<file path="src/rtl/rsww_pkg.sv">
// constants, carriers and state codes of the reset supervisor and window watchdog
// assumes a single 100 MHz clock and a plain register port
package rsww_pkg;

	// ----------------------------------------
	// clock and timing
	// ----------------------------------------
	localparam int CLK_MHZ     = 100;                 // clock rate in MHz
	localparam int STARTUP_US  = 1000;                // core start-up time, us
	localparam int STARTUP_CYC = STARTUP_US * CLK_MHZ; // start-up in cycles
	localparam int UV_US       = 23;                  // sense-low to reset-low, us
	localparam int UV_CYC      = UV_US * CLK_MHZ;     // same in cycles
	localparam int SS_DIS_US   = 2;                   // soft-start discharge time, us
	localparam int SS_DIS_CYC  = SS_DIS_US * CLK_MHZ; // same in cycles

	// ----------------------------------------
	// register map
	// ----------------------------------------
	localparam logic [7:0] OFS_RST_DLY  = 8'h00; // reset delay in ramp ticks
	localparam logic [7:0] OFS_POR_RAMP = 8'h04; // cycles per reset-delay ramp
	localparam logic [7:0] OFS_WIN_RAMP = 8'h08; // cycles per window ramp
	localparam logic [7:0] OFS_WIN_LIM  = 8'h0c; // window bounds in ramps
	localparam logic [7:0] OFS_SS_CHG   = 8'h10; // soft-start charge cycles
	localparam logic [7:0] OFS_STATUS   = 8'h14; // live state, read only

	// reset values
	localparam logic [15:0] RST_DLY_RST  = 16'h0010;
	localparam logic [15:0] POR_RAMP_RST = 16'h0064;
	localparam logic [15:0] WIN_RAMP_RST = 16'h0064;
	localparam logic [7:0]  WIN_LOW_RST  = 8'h01;
	localparam logic [7:0]  WIN_UP_RST   = 8'h1f;
	localparam logic [15:0] SS_CHG_RST   = 16'h03e8;

	// window limit field positions
	localparam int WIN_LOW_LSB = 0;
	localparam int WIN_UP_LSB  = 8;

	// status field positions
	localparam int ST_CORE_ON  = 0;
	localparam int ST_RST_LOW  = 1;
	localparam int ST_FAULT    = 2;
	localparam int ST_SWITCH   = 3;
	localparam int ST_UV       = 4;
	localparam int ST_DOG_ON   = 5;
	localparam int ST_WIN_LSB  = 8;

	// ----------------------------------------
	// carriers and states
	// ----------------------------------------
	typedef struct packed {
		logic regulator_en; // regulator enable pin
		logic dog_en;       // watchdog enable pin
		logic kick;         // watchdog kick pin
		logic sense;        // reset sense above threshold
	} rsww_pins_s;

	typedef enum logic [2:0] {
		CORE_OFF   = 3'b001,
		CORE_START = 3'b010,
		CORE_ON    = 3'b100
	} rsww_core_e;

	typedef enum logic [3:0] {
		SS_OFF = 4'b0001,
		SS_DIS = 4'b0010,
		SS_CHG = 4'b0100,
		SS_RUN = 4'b1000
	} rsww_ss_e;

endpackage

</file>
<file path="src/rtl/rsww_sync.sv">
// three-stage pin synchroniser with agreement filter
// assumes asynchronous level inputs; output changes once stages two and three agree
`timescale 1ns/1ps
module rsww_sync #(
	parameter int W = 4
) (
	input  wire logic         clk_sys,
	input  wire logic         rst,
	input  wire logic [W-1:0] d_in,
	output logic [W-1:0]      q_out
);
	logic [W-1:0] s1_q; // first stage, read by s2 only
	logic [W-1:0] s2_q; // second stage
	logic [W-1:0] s3_q; // third stage
	wire  [W-1:0] agree = ~(s2_q ^ s3_q); // per-bit agreement

	// ----------------------------------------
	// stages and filtered output
	// ----------------------------------------
	always_ff @(posedge clk_sys or posedge rst) begin
		if (rst) begin
			s1_q  <= '0;
			s2_q  <= '0;
			s3_q  <= '0;
			q_out <= '0;
		end else begin
			s1_q  <= d_in;
			s2_q  <= s1_q;
			s3_q  <= s2_q;
			q_out <= (s2_q & agree) | (q_out & ~agree);
		end
	end
endmodule

</file>
<file path="src/rtl/rsww_tick.sv">
// ramp divider: one-cycle tick every period cycles
// assumes period of zero behaves as one; clear restarts the ramp
`timescale 1ns/1ps
module rsww_tick (
	input  wire logic        clk_sys,
	input  wire logic        rst,
	input  wire logic        clear,
	input  wire logic [15:0] period,
	output logic             tick
);
	logic [15:0] cnt_q; // position within ramp
	wire         wrap = (cnt_q + 16'h0001 >= period); // ramp end

	// ----------------------------------------
	// ramp counter
	// ----------------------------------------
	always_ff @(posedge clk_sys or posedge rst) begin
		if (rst) begin
			cnt_q <= 16'h0000;
			tick  <= 1'b0;
		end else if (clear) begin
			cnt_q <= 16'h0000;
			tick  <= 1'b0;
		end else begin
			cnt_q <= wrap ? 16'h0000 : cnt_q + 16'h0001;
			tick  <= wrap;
		end
	end
endmodule

</file>
<file path="src/rtl/rsww_top.sv">
// reset supervisor, window watchdog, core enable and soft-start sequencing
// assumes one 100 MHz clock, asynchronous pins, plain register port
`timescale 1ns/1ps
module rsww_top #(
	parameter int STARTUP_CYC_P = rsww_pkg::STARTUP_CYC // core start-up cycles
) (
	input  wire logic        clk_sys,
	input  wire logic        rst,
	input  wire logic [7:0]  reg_addr,
	input  wire logic [31:0] reg_wdata,
	input  wire logic        reg_wr,
	input  wire logic        reg_rd,
	output logic [31:0]      reg_rdata,
	input  wire logic        regulator_enable_in,
	input  wire logic        dog_enable_in,
	input  wire logic        dog_kick_in,
	input  wire logic        reset_sense_in,
	output logic             supervisor_reset_out_n_o,
	output logic             supervisor_reset_out_n_oe,
	output logic             dog_fault_out_n_o,
	output logic             dog_fault_out_n_oe,
	output logic             switch_enable,
	output logic             softstart_discharge,
	output logic             softstart_charge,
	output logic             core_active
);

	// ----------------------------------------
	// pin synchronisation
	// ----------------------------------------
	rsww_pkg::rsww_pins_s pin_raw; // raw pins
	rsww_pkg::rsww_pins_s pin;     // filtered pins

	assign pin_raw = '{regulator_en: regulator_enable_in, dog_en: dog_enable_in,
	                   kick: dog_kick_in, sense: reset_sense_in};

	rsww_sync #(.W(4)) u_sync (
		.clk_sys (clk_sys),
		.rst     (rst),
		.d_in    (pin_raw),
		.q_out   (pin)
	);

	// ----------------------------------------
	// registers
	// ----------------------------------------
	logic [15:0] rst_dly_q;  // reset delay, ramp ticks
	logic [15:0] por_ramp_q; // cycles per delay ramp
	logic [15:0] win_ramp_q; // cycles per window ramp
	logic [7:0]  win_low_q;  // lower bound, ramps
	logic [7:0]  win_up_q;   // upper bound, ramps
	logic [15:0] ss_chg_q;   // soft-start charge cycles

	// ----------------------------------------
	// core enable and start-up
	// ----------------------------------------
	rsww_pkg::rsww_core_e core_q;     // core state
	logic [16:0]          core_cnt_q; // start-up counter
	wire                  any_en  = pin.regulator_en | pin.dog_en | pin.sense;
	wire                  core_on = (core_q == rsww_pkg::CORE_ON);
	wire                  start_done = (core_cnt_q >= 17'(STARTUP_CYC_P - 1));

	// core sequencing
	always_ff @(posedge clk_sys or posedge rst) begin
		if (rst) begin
			core_q     <= rsww_pkg::CORE_OFF;
			core_cnt_q <= 17'h00000;
		end else begin
			case (core_q)
				rsww_pkg::CORE_OFF: begin
					core_cnt_q <= 17'h00000;
					if (any_en) begin
						core_q <= rsww_pkg::CORE_START;
					end
				end
				rsww_pkg::CORE_START: begin
					core_cnt_q <= core_cnt_q + 17'h00001;
					if (!any_en) begin
						core_q <= rsww_pkg::CORE_OFF;
					end else if (start_done) begin
						core_q <= rsww_pkg::CORE_ON;
					end
				end
				rsww_pkg::CORE_ON: begin
					if (!any_en) begin
						core_q <= rsww_pkg::CORE_OFF;
					end
				end
				default: begin
					core_q <= rsww_pkg::CORE_OFF;
				end
			endcase
		end
	end

	// ----------------------------------------
	// undervoltage filter and reset supervisor
	// ----------------------------------------
	logic [11:0] uv_cnt_q;   // sense-low time
	logic        uv_q;       // undervoltage seen
	logic [15:0] dly_cnt_q;  // reset delay progress
	logic        released_q; // reset released
	logic        por_tick;   // delay ramp tick
	wire         rst_block = !core_on | uv_q;          // forces reset low
	wire         dly_done  = (dly_cnt_q >= rst_dly_q); // delay elapsed

	rsww_tick u_por_tick (
		.clk_sys (clk_sys),
		.rst     (rst),
		.clear   (rst_block | released_q | !pin.sense),
		.period  (por_ramp_q),
		.tick    (por_tick)
	);

	// undervoltage after sense stays low
	always_ff @(posedge clk_sys or posedge rst) begin
		if (rst) begin
			uv_cnt_q <= 12'h000;
			uv_q     <= 1'b0;
		end else if (!core_on || pin.sense) begin
			uv_cnt_q <= 12'h000;
			uv_q     <= 1'b0;
		end else if (uv_cnt_q >= 12'(rsww_pkg::UV_CYC - 1)) begin
			uv_q <= 1'b1;
		end else begin
			uv_cnt_q <= uv_cnt_q + 12'h001;
		end
	end

	// reset delay timer
	always_ff @(posedge clk_sys or posedge rst) begin
		if (rst) begin
			dly_cnt_q  <= 16'h0000;
			released_q <= 1'b0;
		end else if (rst_block) begin
			dly_cnt_q  <= 16'h0000;
			released_q <= 1'b0;
		end else if (!released_q && pin.sense) begin
			// release after delay with sense good
			if (dly_done) begin
				released_q <= 1'b1;
			end else if (por_tick) begin
				dly_cnt_q <= dly_cnt_q + 16'h0001;
			end
		end
	end

	// ----------------------------------------
	// window watchdog
	// ----------------------------------------
	logic        kick_prev_q; // kick level last cycle
	logic [7:0]  win_cnt_q;   // ramps since last edge
	logic        fault_q;     // fault pulse active
	logic [15:0] flt_cnt_q;   // fault timer progress
	logic        win_tick;    // window ramp tick
	logic        flt_tick;    // fault ramp tick
	wire         dog_on = core_on & pin.dog_en;
	wire         fall   = dog_on & kick_prev_q & !pin.kick;
	wire         early  = fall & (win_cnt_q < win_low_q);
	wire         late   = dog_on & (win_cnt_q >= win_up_q);
	wire         win_restart = !dog_on | fault_q | fall | late;
	wire         flt_done = (flt_cnt_q >= rst_dly_q);

	rsww_tick u_win_tick (
		.clk_sys (clk_sys),
		.rst     (rst),
		.clear   (win_restart),
		.period  (win_ramp_q),
		.tick    (win_tick)
	);

	// fault length uses the reset delay
	rsww_tick u_flt_tick (
		.clk_sys (clk_sys),
		.rst     (rst),
		.clear   (!fault_q),
		.period  (por_ramp_q),
		.tick    (flt_tick)
	);

	// interval measurement
	always_ff @(posedge clk_sys or posedge rst) begin
		if (rst) begin
			kick_prev_q <= 1'b0;
			win_cnt_q   <= 8'h00;
		end else begin
			kick_prev_q <= pin.kick;
			if (win_restart) begin
				win_cnt_q <= 8'h00;
			end else if (win_tick) begin
				win_cnt_q <= win_cnt_q + 8'h01;
			end
		end
	end

	// fault pulse timer
	always_ff @(posedge clk_sys or posedge rst) begin
		if (rst) begin
			fault_q   <= 1'b0;
			flt_cnt_q <= 16'h0000;
		end else if (!dog_on) begin
			fault_q   <= 1'b0;
			flt_cnt_q <= 16'h0000;
		end else if (!fault_q) begin
			flt_cnt_q <= 16'h0000;
			if (early || late) begin
				fault_q <= 1'b1;
			end
		end else if (flt_done) begin
			fault_q <= 1'b0;
		end else if (flt_tick) begin
			flt_cnt_q <= flt_cnt_q + 16'h0001;
		end
	end

	// ----------------------------------------
	// regulator enable and soft-start
	// ----------------------------------------
	rsww_pkg::rsww_ss_e ss_q;     // soft-start state
	logic [15:0]        ss_cnt_q; // phase counter
	// core on and the regulator pin gate this
	wire                reg_on = core_on & pin.regulator_en;

	// soft-start sequencing
	always_ff @(posedge clk_sys or posedge rst) begin
		if (rst) begin
			ss_q     <= rsww_pkg::SS_OFF;
			ss_cnt_q <= 16'h0000;
		end else if (!reg_on) begin
			ss_q     <= rsww_pkg::SS_OFF;
			ss_cnt_q <= 16'h0000;
		end else begin
			case (ss_q)
				rsww_pkg::SS_OFF: begin
					ss_q <= rsww_pkg::SS_DIS;
				end
				rsww_pkg::SS_DIS: begin
					if (ss_cnt_q >= 16'(rsww_pkg::SS_DIS_CYC - 1)) begin
						ss_q     <= rsww_pkg::SS_CHG;
						ss_cnt_q <= 16'h0000;
					end else begin
						ss_cnt_q <= ss_cnt_q + 16'h0001;
					end
				end
				rsww_pkg::SS_CHG: begin
					if (ss_cnt_q >= ss_chg_q) begin
						ss_q <= rsww_pkg::SS_RUN;
					end else begin
						ss_cnt_q <= ss_cnt_q + 16'h0001;
					end
				end
				rsww_pkg::SS_RUN: begin
					ss_q <= rsww_pkg::SS_RUN;
				end
				default: begin
					ss_q <= rsww_pkg::SS_OFF;
				end
			endcase
		end
	end

	// ----------------------------------------
	// register port
	// ----------------------------------------
	logic [31:0] rd_mux;  // selected read word
	logic [31:0] status;  // live state word
	wire  wr_dly  = reg_wr & (reg_addr == rsww_pkg::OFS_RST_DLY);
	wire  wr_por  = reg_wr & (reg_addr == rsww_pkg::OFS_POR_RAMP);
	wire  wr_win  = reg_wr & (reg_addr == rsww_pkg::OFS_WIN_RAMP);
	wire  wr_lim  = reg_wr & (reg_addr == rsww_pkg::OFS_WIN_LIM);
	wire  wr_ss   = reg_wr & (reg_addr == rsww_pkg::OFS_SS_CHG);

	// status word assembly
	always_comb begin
		status                            = 32'h0000_0000;
		status[rsww_pkg::ST_CORE_ON]      = core_on;
		status[rsww_pkg::ST_RST_LOW]      = !released_q;
		status[rsww_pkg::ST_FAULT]        = fault_q;
		status[rsww_pkg::ST_SWITCH]       = (ss_q == rsww_pkg::SS_RUN);
		status[rsww_pkg::ST_UV]           = uv_q;
		status[rsww_pkg::ST_DOG_ON]       = dog_on;
		status[rsww_pkg::ST_WIN_LSB +: 8] = win_cnt_q;
	end

	// read decode, unmapped reads zero
	always_comb begin
		if (reg_addr == rsww_pkg::OFS_RST_DLY) begin
			rd_mux = {16'h0000, rst_dly_q};
		end else if (reg_addr == rsww_pkg::OFS_POR_RAMP) begin
			rd_mux = {16'h0000, por_ramp_q};
		end else if (reg_addr == rsww_pkg::OFS_WIN_RAMP) begin
			rd_mux = {16'h0000, win_ramp_q};
		end else if (reg_addr == rsww_pkg::OFS_WIN_LIM) begin
			rd_mux = {16'h0000, win_up_q, win_low_q};
		end else if (reg_addr == rsww_pkg::OFS_SS_CHG) begin
			rd_mux = {16'h0000, ss_chg_q};
		end else if (reg_addr == rsww_pkg::OFS_STATUS) begin
			rd_mux = status;
		end else begin
			rd_mux = 32'h0000_0000;
		end
	end

	always_ff @(posedge clk_sys or posedge rst) begin
		if (rst) begin
			rst_dly_q  <= rsww_pkg::RST_DLY_RST;
			por_ramp_q <= rsww_pkg::POR_RAMP_RST;
			win_ramp_q <= rsww_pkg::WIN_RAMP_RST;
			win_low_q  <= rsww_pkg::WIN_LOW_RST;
			win_up_q   <= rsww_pkg::WIN_UP_RST;
			ss_chg_q   <= rsww_pkg::SS_CHG_RST;
		end else begin
			if (wr_dly) rst_dly_q <= reg_wdata[15:0];
			if (wr_por) por_ramp_q <= reg_wdata[15:0];
			if (wr_win) win_ramp_q <= reg_wdata[15:0];
			if (wr_ss) ss_chg_q <= reg_wdata[15:0];
			if (wr_lim) begin
				win_low_q <= reg_wdata[rsww_pkg::WIN_LOW_LSB +: 8];
				win_up_q  <= reg_wdata[rsww_pkg::WIN_UP_LSB +: 8];
			end
		end
	end

	// ----------------------------------------
	// registered outputs
	// ----------------------------------------
	always_ff @(posedge clk_sys or posedge rst) begin
		if (rst) begin
			reg_rdata                 <= 32'h0000_0000;
			supervisor_reset_out_n_o  <= 1'b0;
			supervisor_reset_out_n_oe <= 1'b1;
			dog_fault_out_n_o         <= 1'b0;
			dog_fault_out_n_oe        <= 1'b0;
			switch_enable             <= 1'b0;
			softstart_discharge       <= 1'b0;
			softstart_charge          <= 1'b0;
			core_active               <= 1'b0;
		end else begin
			reg_rdata                 <= reg_rd ? rd_mux : 32'h0000_0000;
			supervisor_reset_out_n_o  <= 1'b0;
			supervisor_reset_out_n_oe <= !released_q;
			dog_fault_out_n_o         <= 1'b0;
			dog_fault_out_n_oe        <= fault_q & dog_on;
			switch_enable             <= (ss_q == rsww_pkg::SS_RUN);
			softstart_discharge       <= (ss_q == rsww_pkg::SS_DIS);
			softstart_charge          <= (ss_q == rsww_pkg::SS_CHG) | (ss_q == rsww_pkg::SS_RUN);
			core_active               <= core_on;
		end
	end

endmodule

</file>
<file path="config.mk">
export PLATFORM = sky130hd
export DESIGN_NAME = rsww_top
export DESIGN_NICKNAME = d
export VERILOG_FILES = /design/src/rtl/rsww_pkg.sv /design/src/rtl/rsww_sync.sv /design/src/rtl/rsww_tick.sv /design/src/rtl/rsww_top.sv
export SDC_FILE = /design/constraint.sdc
export NUM_CORES = 1
export LEC_CHECK = 0
export BUFFER_PORTS_ARGS = -buffer_cell sky130_fd_sc_hd__buf_2
export CORE_MARGIN = 3
export CORE_UTILIZATION = 50
export CTS_BUF_LIST = sky130_fd_sc_hd__clkbuf_8 sky130_fd_sc_hd__clkbuf_16
export CTS_CLUSTER_DIAMETER = 30
export CTS_CLUSTER_SIZE = 20
export DETAILED_ROUTE_END_ITERATION = 6
export HOLD_SLACK_MARGIN = 0.02
export PLACE_DENSITY = 0.78
export SETUP_SLACK_MARGIN = 0.1
export SLEW_MARGIN = 0
export SYNTH_ARGS = -nofsm -noshare
export SYNTH_HDL_FRONTEND = slang
export SYNTH_SLANG_ARGS = --single-unit
</file>
<file path="constraint.sdc">
create_clock -name clk_sys -period 9.5 [get_ports clk_sys]
set_input_delay 0.475 -clock clk_sys [delete_from_list [all_inputs] [get_ports clk_sys]]
set_output_delay 0.475 -clock clk_sys [all_outputs]
set_load 0.1 [all_outputs]
</file>
==> results of run 1 <==
==> power breakdown <==
| part | internal [mW] | leakage [nW] | switching (mW) |
|---|---|---|---|
| combinational | 0.0811 | 3.83 | 0.227 |
| sequential | 1.18 | 3.43 | 0.0383 |
| clock | 1.41 | 1.04 | 0.698 |
| total | 2.67 | 8.30 | 0.964 |
==> final cells by class <==
class	instances	share of cell area (%)
clock buffers	63	8.56
inverters	102	2.21
diodes	1	0.0142
well taps	384	2.73
multi-input cells	1115	43.3
repair buffers	65	2.07
flip-flops and latches	265	37.8
clock inverters	45	3.29
==> metal layers <==
layer / vias to the layer above / GRT usage, % / part of all wire [%]
met5: - / 0 / 0
met4: 0 / 9.12 / 3.4
met3: 106 / 4.70 / 7.6
met2: 431 / 38.1 / 46
met1: 5893 / 33.8 / 43
li1: 5642 / - / -
==> cell usage after synthesis, types with 5 or more instances <==
| master | instances |
|---|---|
| a21o_1 | 12 |
| dfrtp_1 | 243 |
| nand2b_1 | 13 |
| o31ai_2 | 8 |
| or2_2 | 7 |
| and3_1 | 30 |
| clkbuf_1 | 43 |
| buf_4 | 18 |
| nor2_1 | 105 |
| o31ai_1 | 8 |
| a41oi_1 | 8 |
| nand3_1 | 63 |
| or4_1 | 15 |
| a32oi_1 | 8 |
| nand2_1 | 132 |
| a211oi_1 | 10 |
| nor3b_1 | 19 |
| nand4_1 | 32 |
| xnor2_1 | 38 |
| nor2b_1 | 36 |
| xor2_1 | 32 |
| a22o_1 | 5 |
| o221ai_1 | 11 |
| nor4_1 | 9 |
| buf_2 | 6 |
| mux2_2 | 36 |
| and4_1 | 6 |
| or3_1 | 19 |
| o21a_1 | 7 |
| ha_1 | 120 |
| mux2i_1 | 20 |
| a221oi_1 | 8 |
| o41ai_1 | 5 |
| inv_1 | 102 |
| dfstp_2 | 22 |
| o211ai_1 | 13 |
| nor3_1 | 12 |
| and2_1 | 10 |
| a21oi_1 | 78 |
| o21ai_0 | 112 |
==> worst max-delay path, cell delays in order, from the launching register on <==
cell      delay, ps
dfrtp_1         420
and4_1          240
and2_1          180
nand4_1         220
nor2_1          170
xor2_1          100
ha_1            320
nand2_1          60
o21ai_0         220
a211oi_1         80
o31a_1          120
o31ai_2        1000
nor2b_1         270
==> placed cells by master, fill, tap and decap left out, types with 9 or more instances in the layout <==
| cell type | netlist | layout |
|---|---|---|
| dfrtp_1 | 243 | 243 |
| nand2_1 | 132 | 132 |
| ha_1 | 120 | 120 |
| o21ai_0 | 112 | 111 |
| inv_1 | 102 | 107 |
| nor2_1 | 105 | 105 |
| a21oi_1 | 78 | 78 |
| nand3_1 | 63 | 63 |
| clkbuf_16 | 0 | 57 |
| buf_2 | 6 | 53 |
| xnor2_1 | 38 | 38 |
| nor2b_1 | 36 | 36 |
| mux2_2 | 36 | 36 |
| nand4_1 | 32 | 32 |
| xor2_1 | 32 | 32 |
| and3_1 | 30 | 30 |
| dfstp_2 | 22 | 22 |
| mux2i_1 | 20 | 20 |
| or3_1 | 19 | 19 |
| nor3b_1 | 19 | 19 |
| conb_1 | 1 | 18 |
| or4_1 | 15 | 15 |
| nand2b_1 | 13 | 13 |
| o211ai_1 | 13 | 13 |
| nor3_1 | 12 | 12 |
| a21o_1 | 12 | 12 |
| o221ai_1 | 11 | 11 |
| and2_1 | 10 | 10 |
| a211oi_1 | 10 | 10 |
| nor4_1 | 9 | 9 |
| o31ai_2 | 8 | 9 |
| bufinv_16 | 0 | 9 |
| inv_6 | 0 | 9 |
==> cells by family (layout without fill, tap and decap cells) <==
kind of cell             after synthesis  after routing
AO/OA/AOI/OAI                        324            324
XOR/XNOR                              70             70
adder cells (fa/ha/maj)              124            124
buffers and inverters                173            275
flip-flops                           265            265
multiplexers                          56             56
other                                  1             19
AND/OR/NAND/NOR                      523            523
==> flip-flops by register name, summed over array words and instances (netlist names), 8 cells and up, named ones only <==
register          count
flt_cnt_q            16
u_por_tick.cnt_q     16
win_cnt_q             8
win_low_q             8
core_cnt_q           17
u_win_tick.cnt_q     16
rst_dly_q            16
por_ramp_q           16
win_ramp_q           16
dly_cnt_q            16
ss_cnt_q             16
reg_rdata            16
ss_chg_q             16
uv_cnt_q             12
u_flt_tick.cnt_q     16
win_up_q              8
==> final timing paths <==
path	to	start	slack, ps	depth (start not counted)
max	u_por_tick.tick	u_por_tick.cnt_q[2]	6000	12
min	core_cnt_q[11]	rst	50	2
max reg2reg	u_por_tick.tick	u_por_tick.cnt_q[2]	6000	12
min reg2reg	u_sync.s2_q[0]	u_sync.s1_q[0]	340	0
max in group asynchronous	flt_cnt_q[15]	rst	7010	4
min in group clk_sys	por_ramp_q[2]	reg_wdata[2]	190	3
==> per-stage QoR <==
step	hold slack (ps)	util, %	area (µm²)	setup slack [ps]
after detailed placement	336	53.3	15500	6050
after floorplan	331	-	15000	1760
after global routing	127	60.6	17600	5670
after CTS	112	60.6	17600	6050
after global placement	335	53.3	15500	6060
final	51.5	60.6	17600	6000
==> impl_metrics.ini, run 1 <==
[run_status]
outcome = finished clean

[synth]
yosys.area_share.simple_pct = 18.1
synthXorXnorAreaFrac_pct = 4.10
ys_warn_count = 0
synthDistinctLibCells = 71
synth_compound_area_share_pct = 14.0
syn_inst = 1536
synth_top_family_by_area = simple AND/OR/NAND/NOR gates
synth-main-ff-cell = dfrtp_1
ys_seq_area_share_pct = 44.5
syn_area_per_cell_um2 = 9.74
ys_seq_elements = 265
synthTopCellsByArea = dfrtp_1, ha_1, dfstp_2
yosys.area.top_type = dfrtp_1
synth_area_um2 = 15000
yosys.area.top_type_share_pct = 40.7
synthMuxAreaShare_pct = 4.05
synth_edf_count = 0
synthAdderAreaFrac_pct = 10.3
synthArstFlopShare_pct = 100

[sta]
setup_tns_ps = 0
tightest_slew_ps = 1200
max_freq_mhz = 286
skew_ps = 22.6
setup-violations-final = 0
finalCritPeriodShare_pct = 36.8
relSlewSlack_pct = 19.8
hold_viol_final = 0
rsz0062_at_grt = no
slew_violations = 0
layout_min_cycle_time_ps = 3500

[clocking]
clock_path_buffers = 3
clkTransAtPathRegs_ps = 50
cts.root.buffer_cell = clkbuf_16
cts_made_buffers = 57
ctsResizeCount = 0
holdBufCountCts = 4
clk_latency_ps = 580
cts_setup_buffers = 0
cts.sinks = 265
ctsHtreeMaxLevel = 2
cts_tree = yes

[min_path]
hold_path_class = input port to async pin

[global_route]
antenna_found_initial = 1
grt_overflow = 0
grt_pass1_vias = 11984
gr-usage-all-layers_pct = 24.4
grt_pass1_wl_um = 62100
grt_max_degree = 123

[pwr]
powerDensity_nw_per_um2 = 206
finalPower_mw = 3.64
power.leakage_nw = 8.30
peakVddDrop_mv = 0.185

[place]
dp.cells = 1927
dpl.hpwl_um = 26700
port_buffers = 53
gp_congestion = 0.935

[floorplan]
rows = 62
fp.dieW_um = 179
dieArea_um2 = 32000
die_h_um = 179
coreArea_um2 = 29100
io_pins = 88
initial_core_util_pct = 51.4

[routing]
routedWlPerCell_um = 18.7
drc = 0
drtIter0Drc = 1127
drt_pass1_iterations = 5
vias = 12072
postRouteAntennaNets = 0
wl_um = 38200
via_per_inst = 5.92

[layout]
area_growth_pct = 17.9
nNetsFinal = 1774
regArea_um2 = 6660
multi_input_area_um2 = 7640
instances_no_fill = 2040
drive_gt1_share_pct = 15.1
nFillCells = 2349

[setup_path]
cp-start-kind = flip-flop
worstSetupEndpointType = flip-flop
cp_max_fo = 17
cp_data_arrival_time_ps = 3970
critical_path_class = flip-flop to flip-flop
worst_ep_required_time_ps = 9970

[flow_run]
maxCapViolations = 0
No activity file was read; power rests on OpenSTA's default activity.
==> run 2: changes to the inputs <==
==> constraint.sdc (replaced) <==
create_clock -name clk_sys -period 3.4 [get_ports clk_sys]
set_input_delay 0.17 -clock clk_sys [delete_from_list [all_inputs] [get_ports clk_sys]]
set_output_delay 0.17 -clock clk_sys [all_outputs]
set_load 0.1 [all_outputs]
==> impl_metrics.ini, run 2 (same netlist as run 1, synthesis figures left out) <==
[run_status]
outcome = finished clean

[routing]
drtIter0Drc = 1087
drt_pass1_iterations = 7
postRouteAntennaNets = 0
via_per_inst = 5.93
vias = 12300
wl_um = 38800
drc = 0
routedWlPerCell_um = 18.7

[pwr]
swShare_pct = 26.9
peakVddDrop_mv = 0.426
clkPwrFrac_pct = 57.1
switching_power_mw = 2.70
pwr-share-seq_pct = 33.8
power.leakage_nw = 8.42
power.internal_mw = 7.34
powerDensity_nw_per_um2 = 560
finalPower_mw = 10.0
pwr-share-comb_pct = 9.0

[clocking]
cts_tree = yes
clock_path_buffers = 3
cts_made_buffers = 57
cts.sinks = 265
clkTransAtPathRegs_ps = 50
clk_latency_ps = 570
cts.root.buffer_cell = clkbuf_16
ctsHtreeMaxLevel = 2

[layout]
largest-register = core_cnt_q
layout_common_cells = dfrtp_1, nand2_1, ha_1
area_growth_pct = 20.0
drive_gt1_share_pct = 16.2
nFillCells = 2336
largest_register_ffs = 17
instances_no_fill = 2073
post-route-util_pct = 61.7
nNetsFinal = 1808
insertedDiodeCount = 0
final_common_cell = dfrtp_1

[sta]
max_freq_mhz = 322
setup-violations-final = 0
relSlewSlack_pct = 35.0
tightest_slew_ps = 964
hold_viol_final = 0
rsz0062_at_grt = yes
whs_ps = 253
skew_ps = 22.1
finalWorstSetupSlack_ps = 297
slew_violations = 0
finalCritPeriodShare_pct = 91.3
layout_min_cycle_time_ps = 3100

[place]
gp_congestion = 0.963
port_buffers = 53
dp.cells = 1940
place_ws_ps = -22.6
dpl.hpwl_um = 26800

[floorplan]
die_h_um = 179
initial_core_util_pct = 51.4
fp.dieW_um = 179
dieArea_um2 = 32000
rows = 62
io_pins = 88
coreArea_um2 = 29100

[setup_path]
cp_max_fo = 15
r2r-end = flt_cnt_q[6]
worstSetupEndpointType = flip-flop
reg2reg_slack_ps = 300
cp_data_arrival_time_ps = 3590
r2r_cells = 7
rr_startpoint = rst_dly_q[0]
critical_path_class = flip-flop to flip-flop
cp-start-kind = flip-flop
worst_ep_required_time_ps = 3890

[global_route]
grt_overflow = 0
antenna_found_initial = 2
grt_pass1_vias = 12115
grt_max_degree = 135
grt_pass1_wl_um = 62900
gr-usage-all-layers_pct = 24.7

[min_path]
min_path_cells = 2
hold_end = u_sync.s1_q[0]
min-delay-start = reset_sense_in
hold_path_class = input port to flip-flop

[flow_run]
maxCapViolations = 0
run 2: cell count changes in the layout (fill, tap and decap cells not counted), moves of 3 or more:
cell / change
dlygate4sd3_1: +18
clkinv_2: +3
inv_1: -3
buf_12: +3
buf_4: +13
clkinvlp_4: +5
run 2: critical path: stages, from the launching register on:
cell	delay (ps)
dfrtp_1	450
ha_1	310
nand2b_1	130
a2111oi_0	510
o32a_1	390
nand3_1	440
or4_1	630
a21oi_1	170
run 2: layer usage:
metal	vias up	global-route usage, %	part of all wire (%)
met2	472	40.0	47
li1	5714	-	-
met3	88	5.17	7.9
met4	4	7.56	2.8
met1	6022	33.4	43
met5	-	0	0.070
run 2: timing repair:
action / 4_1_cts / 5_1_grt
pin swaps: 0 / 3
hold endpoints to repair: 318 / 0
setup buffers: 0 / 3
resized for setup: 3 / 5
hold buffers: 22 / 0
endpoints found under the setup margin: 49 / 46
run 2: worst max-delay path by stage:
stage | cells past startpoint | startpoint | end | slack [ps]
detailed placement | 9 | u_flt_tick.cnt_q[0] | u_flt_tick.cnt_q[13] | -20
finish | 7 | rst_dly_q[0] | flt_cnt_q[6] | 300
floorplan | 1 | rst | async pin | -250
global route | 13 | u_flt_tick.cnt_q[0] | u_flt_tick.cnt_q[4] | 60
global placement | 9 | u_flt_tick.cnt_q[0] | u_flt_tick.cnt_q[9] | 120
CTS | 13 | u_flt_tick.cnt_q[0] | u_flt_tick.cnt_q[4] | 220
run 2: through the flow:
step | setup TNS, ps | instance area (µm²)
2_1_floorplan | -60640 | 15000
3_3_place_gp | 0 | 15600
3_5_place_dp | -77.8 | 15600
4_1_cts | 0 | 17900
5_1_grt | 0 | 17900
6_report | 0 | 17900
run 2: area by class of cell:
type	count	area, µm²	area share (%)
multi-input cells	1115	7680	42.8
clock buffers	62	1510	8.39
inverters	102	387	2.15
well taps	384	480	2.68
clock inverters	46	531	2.96
repair buffers	99	703	3.92
flip-flops and latches	265	6660	37.1
run 2: power by group through the flow:
| stage | Clock [mW] | Sequential [mW] | Combinational [mW] |
|---|---|---|---|
| floorplan | 0 | 3.46 | 0.591 |
| global placement | 0 | 3.43 | 0.833 |
| detailed placement | 0 | 3.44 | 0.861 |
| CTS | 5.81 | 3.39 | 0.892 |
| global route | 5.97 | 3.41 | 0.994 |
| finish | 5.74 | 3.40 | 0.908 |
==> run 3: changes to the inputs <==
--- a/config.mk
+++ b/config.mk
@@ -14,6 +14,7 @@
 export DETAILED_ROUTE_END_ITERATION = 6
 export HOLD_SLACK_MARGIN = 0.02
 export PLACE_DENSITY = 0.78
+export RECOVER_POWER = 50
 export SETUP_SLACK_MARGIN = 0.1
 export SLEW_MARGIN = 0
 export SYNTH_ARGS = -nofsm -noshare
==> impl_metrics.ini, run 3 (same netlist as run 1, synthesis figures left out) <==
[layout]
multi_input_area_um2 = 7680
fin_area_um2 = 17900
insertedDiodeCount = 0
nNetsFinal = 1808
layout_common_cells = dfrtp_1, nand2_1, ha_1
largest_register_ffs = 17
post-route-util_pct = 61.6
regArea_um2 = 6660
area_growth_pct = 19.8
drive_gt1_share_pct = 16.1
nFillCells = 2340
largest-register = core_cnt_q
final_common_cell = dfrtp_1
instances_no_fill = 2073

[sta]
finalCritPeriodShare_pct = 92.1
hold_viol_final = 0
setup_tns_ps = 0
max_freq_mhz = 319
skew_ps = 23.7
whs_ps = 253
rsz0062_at_grt = yes
setup-violations-final = 0
tightest_slew_ps = 1850
layout_min_cycle_time_ps = 3130
slew_violations = 267
relSlewSlack_pct = -23.3

[setup_path]
cp-start-kind = flip-flop
worstSetupEndpointType = flip-flop
critical_path_class = flip-flop to flip-flop
r2r_cells = 13
r2r-end = u_flt_tick.cnt_q[4]
worst_ep_required_time_ps = 3890
rr_startpoint = u_flt_tick.cnt_q[0]
cp_max_fo = 16
reg2reg_slack_ps = 270
cp_data_arrival_time_ps = 3620

[global_route]
gr-usage-all-layers_pct = 24.7
grt_pass1_wl_um = 62900
grt_max_degree = 135
grt_pass1_vias = 12115
grt_overflow = 0
antenna_found_initial = 2

[min_path]
hold_end = u_sync.s1_q[1]
min-delay-start = dog_kick_in
hold_path_class = input port to flip-flop
min_path_cells = 2

[routing]
wl_um = 38800
drt_pass1_iterations = 6
drtIter0Drc = 1099
routedWlPerCell_um = 18.7
vias = 12322
drc = 0
postRouteAntennaNets = 0
via_per_inst = 5.94

[floorplan]
dieArea_um2 = 32000
coreArea_um2 = 29100
rows = 62
initial_core_util_pct = 51.4
die_h_um = 179
io_pins = 88
fp.dieW_um = 179

[clocking]
clk_latency_ps = 570
clock_path_buffers = 3
cts.sinks = 265
cts_tree = yes
clkTransAtPathRegs_ps = 50
cts_made_buffers = 57
cts.root.buffer_cell = clkbuf_16
ctsHtreeMaxLevel = 2

[pwr]
powerDensity_nw_per_um2 = 560
power.leakage_nw = 8.41
peakVddDrop_mv = 0.430

[run_status]
outcome = finished with violations
violations = max-capacitance violations, max-slew violations

[place]
dp.cells = 1940
gp_congestion = 0.963
dpl.hpwl_um = 26800
port_buffers = 53
placed_area_um2 = 15600

[flow_run]
maxCapViolations = 2
run 3: what timing repair did:
action                                 CTS  global route
endpoints found under the hold margin  318             0
setup buffers                            0             3
gates cloned                             0             0
gates resized for setup                  3             5
pin swaps                                0             3
setup endpoints to repair               49            46
hold buffers                            22             0
run 3: metrics by stage:
| step | setup WS (ps) | power [mW] |
|---|---|---|
| 5_1_grt | 55.7 | 10.4 |
| 6_report | 268 | 10.0 |
| 2_1_floorplan | -250 | 4.05 |
| 3_5_place_dp | -22.6 | 4.30 |
| 4_1_cts | 216 | 10.1 |
| 3_3_place_gp | 122 | 4.27 |
run 3: worst max-delay path by stage:
stage | from | end | slack (ps) | cells past startpoint
6_report | u_flt_tick.cnt_q[0] | u_flt_tick.cnt_q[4] | 270 | 13
5_1_grt | u_flt_tick.cnt_q[0] | u_flt_tick.cnt_q[4] | 60 | 13
4_1_cts | u_flt_tick.cnt_q[0] | u_flt_tick.cnt_q[4] | 220 | 13
3_5_place_dp | u_flt_tick.cnt_q[0] | u_flt_tick.cnt_q[13] | -20 | 9
3_3_place_gp | u_flt_tick.cnt_q[0] | u_flt_tick.cnt_q[9] | 120 | 9
2_1_floorplan | rst | async pin | -250 | 1
run 3: per-layer routing:
layer / GRT usage, % / part of all wire [%]
met5: 0 / 0.070
met4: 7.56 / 3.1
met3: 5.17 / 8.0
met2: 40.0 / 46
met1: 33.4 / 42
run 3: final cells by class:
class	instances	share of cell area, %
Timing Repair Buffer	99	3.78
Clock inverter	46	2.96
Sequential cell	265	37.2
Clock buffer	62	8.41
Multi-Input combinational cell	1115	42.9
Inverter	102	2.14
Tap cell	384	2.68
run 3: power by group:
part           internal (mW)  switching [mW]  total [mW]  leakage (nW)
clock network           3.80            1.94        5.74         0.998
registers               3.29           0.103        3.40          3.43
logic                  0.251           0.651       0.902          3.99
run 3: worst max-delay path, cell delays in order (launching register included):
cell and delay (ps):
dfrtp_1 450, and3_1 230, nand3_1 120, or2_2 370
nor2_1 140, xor2_1 230, ha_1 290, a21oi_1 140
o21ai_0 130, a211oi_1 250, o31a_1 270, o311ai_4 110
buf_12 190, nor2b_1 120
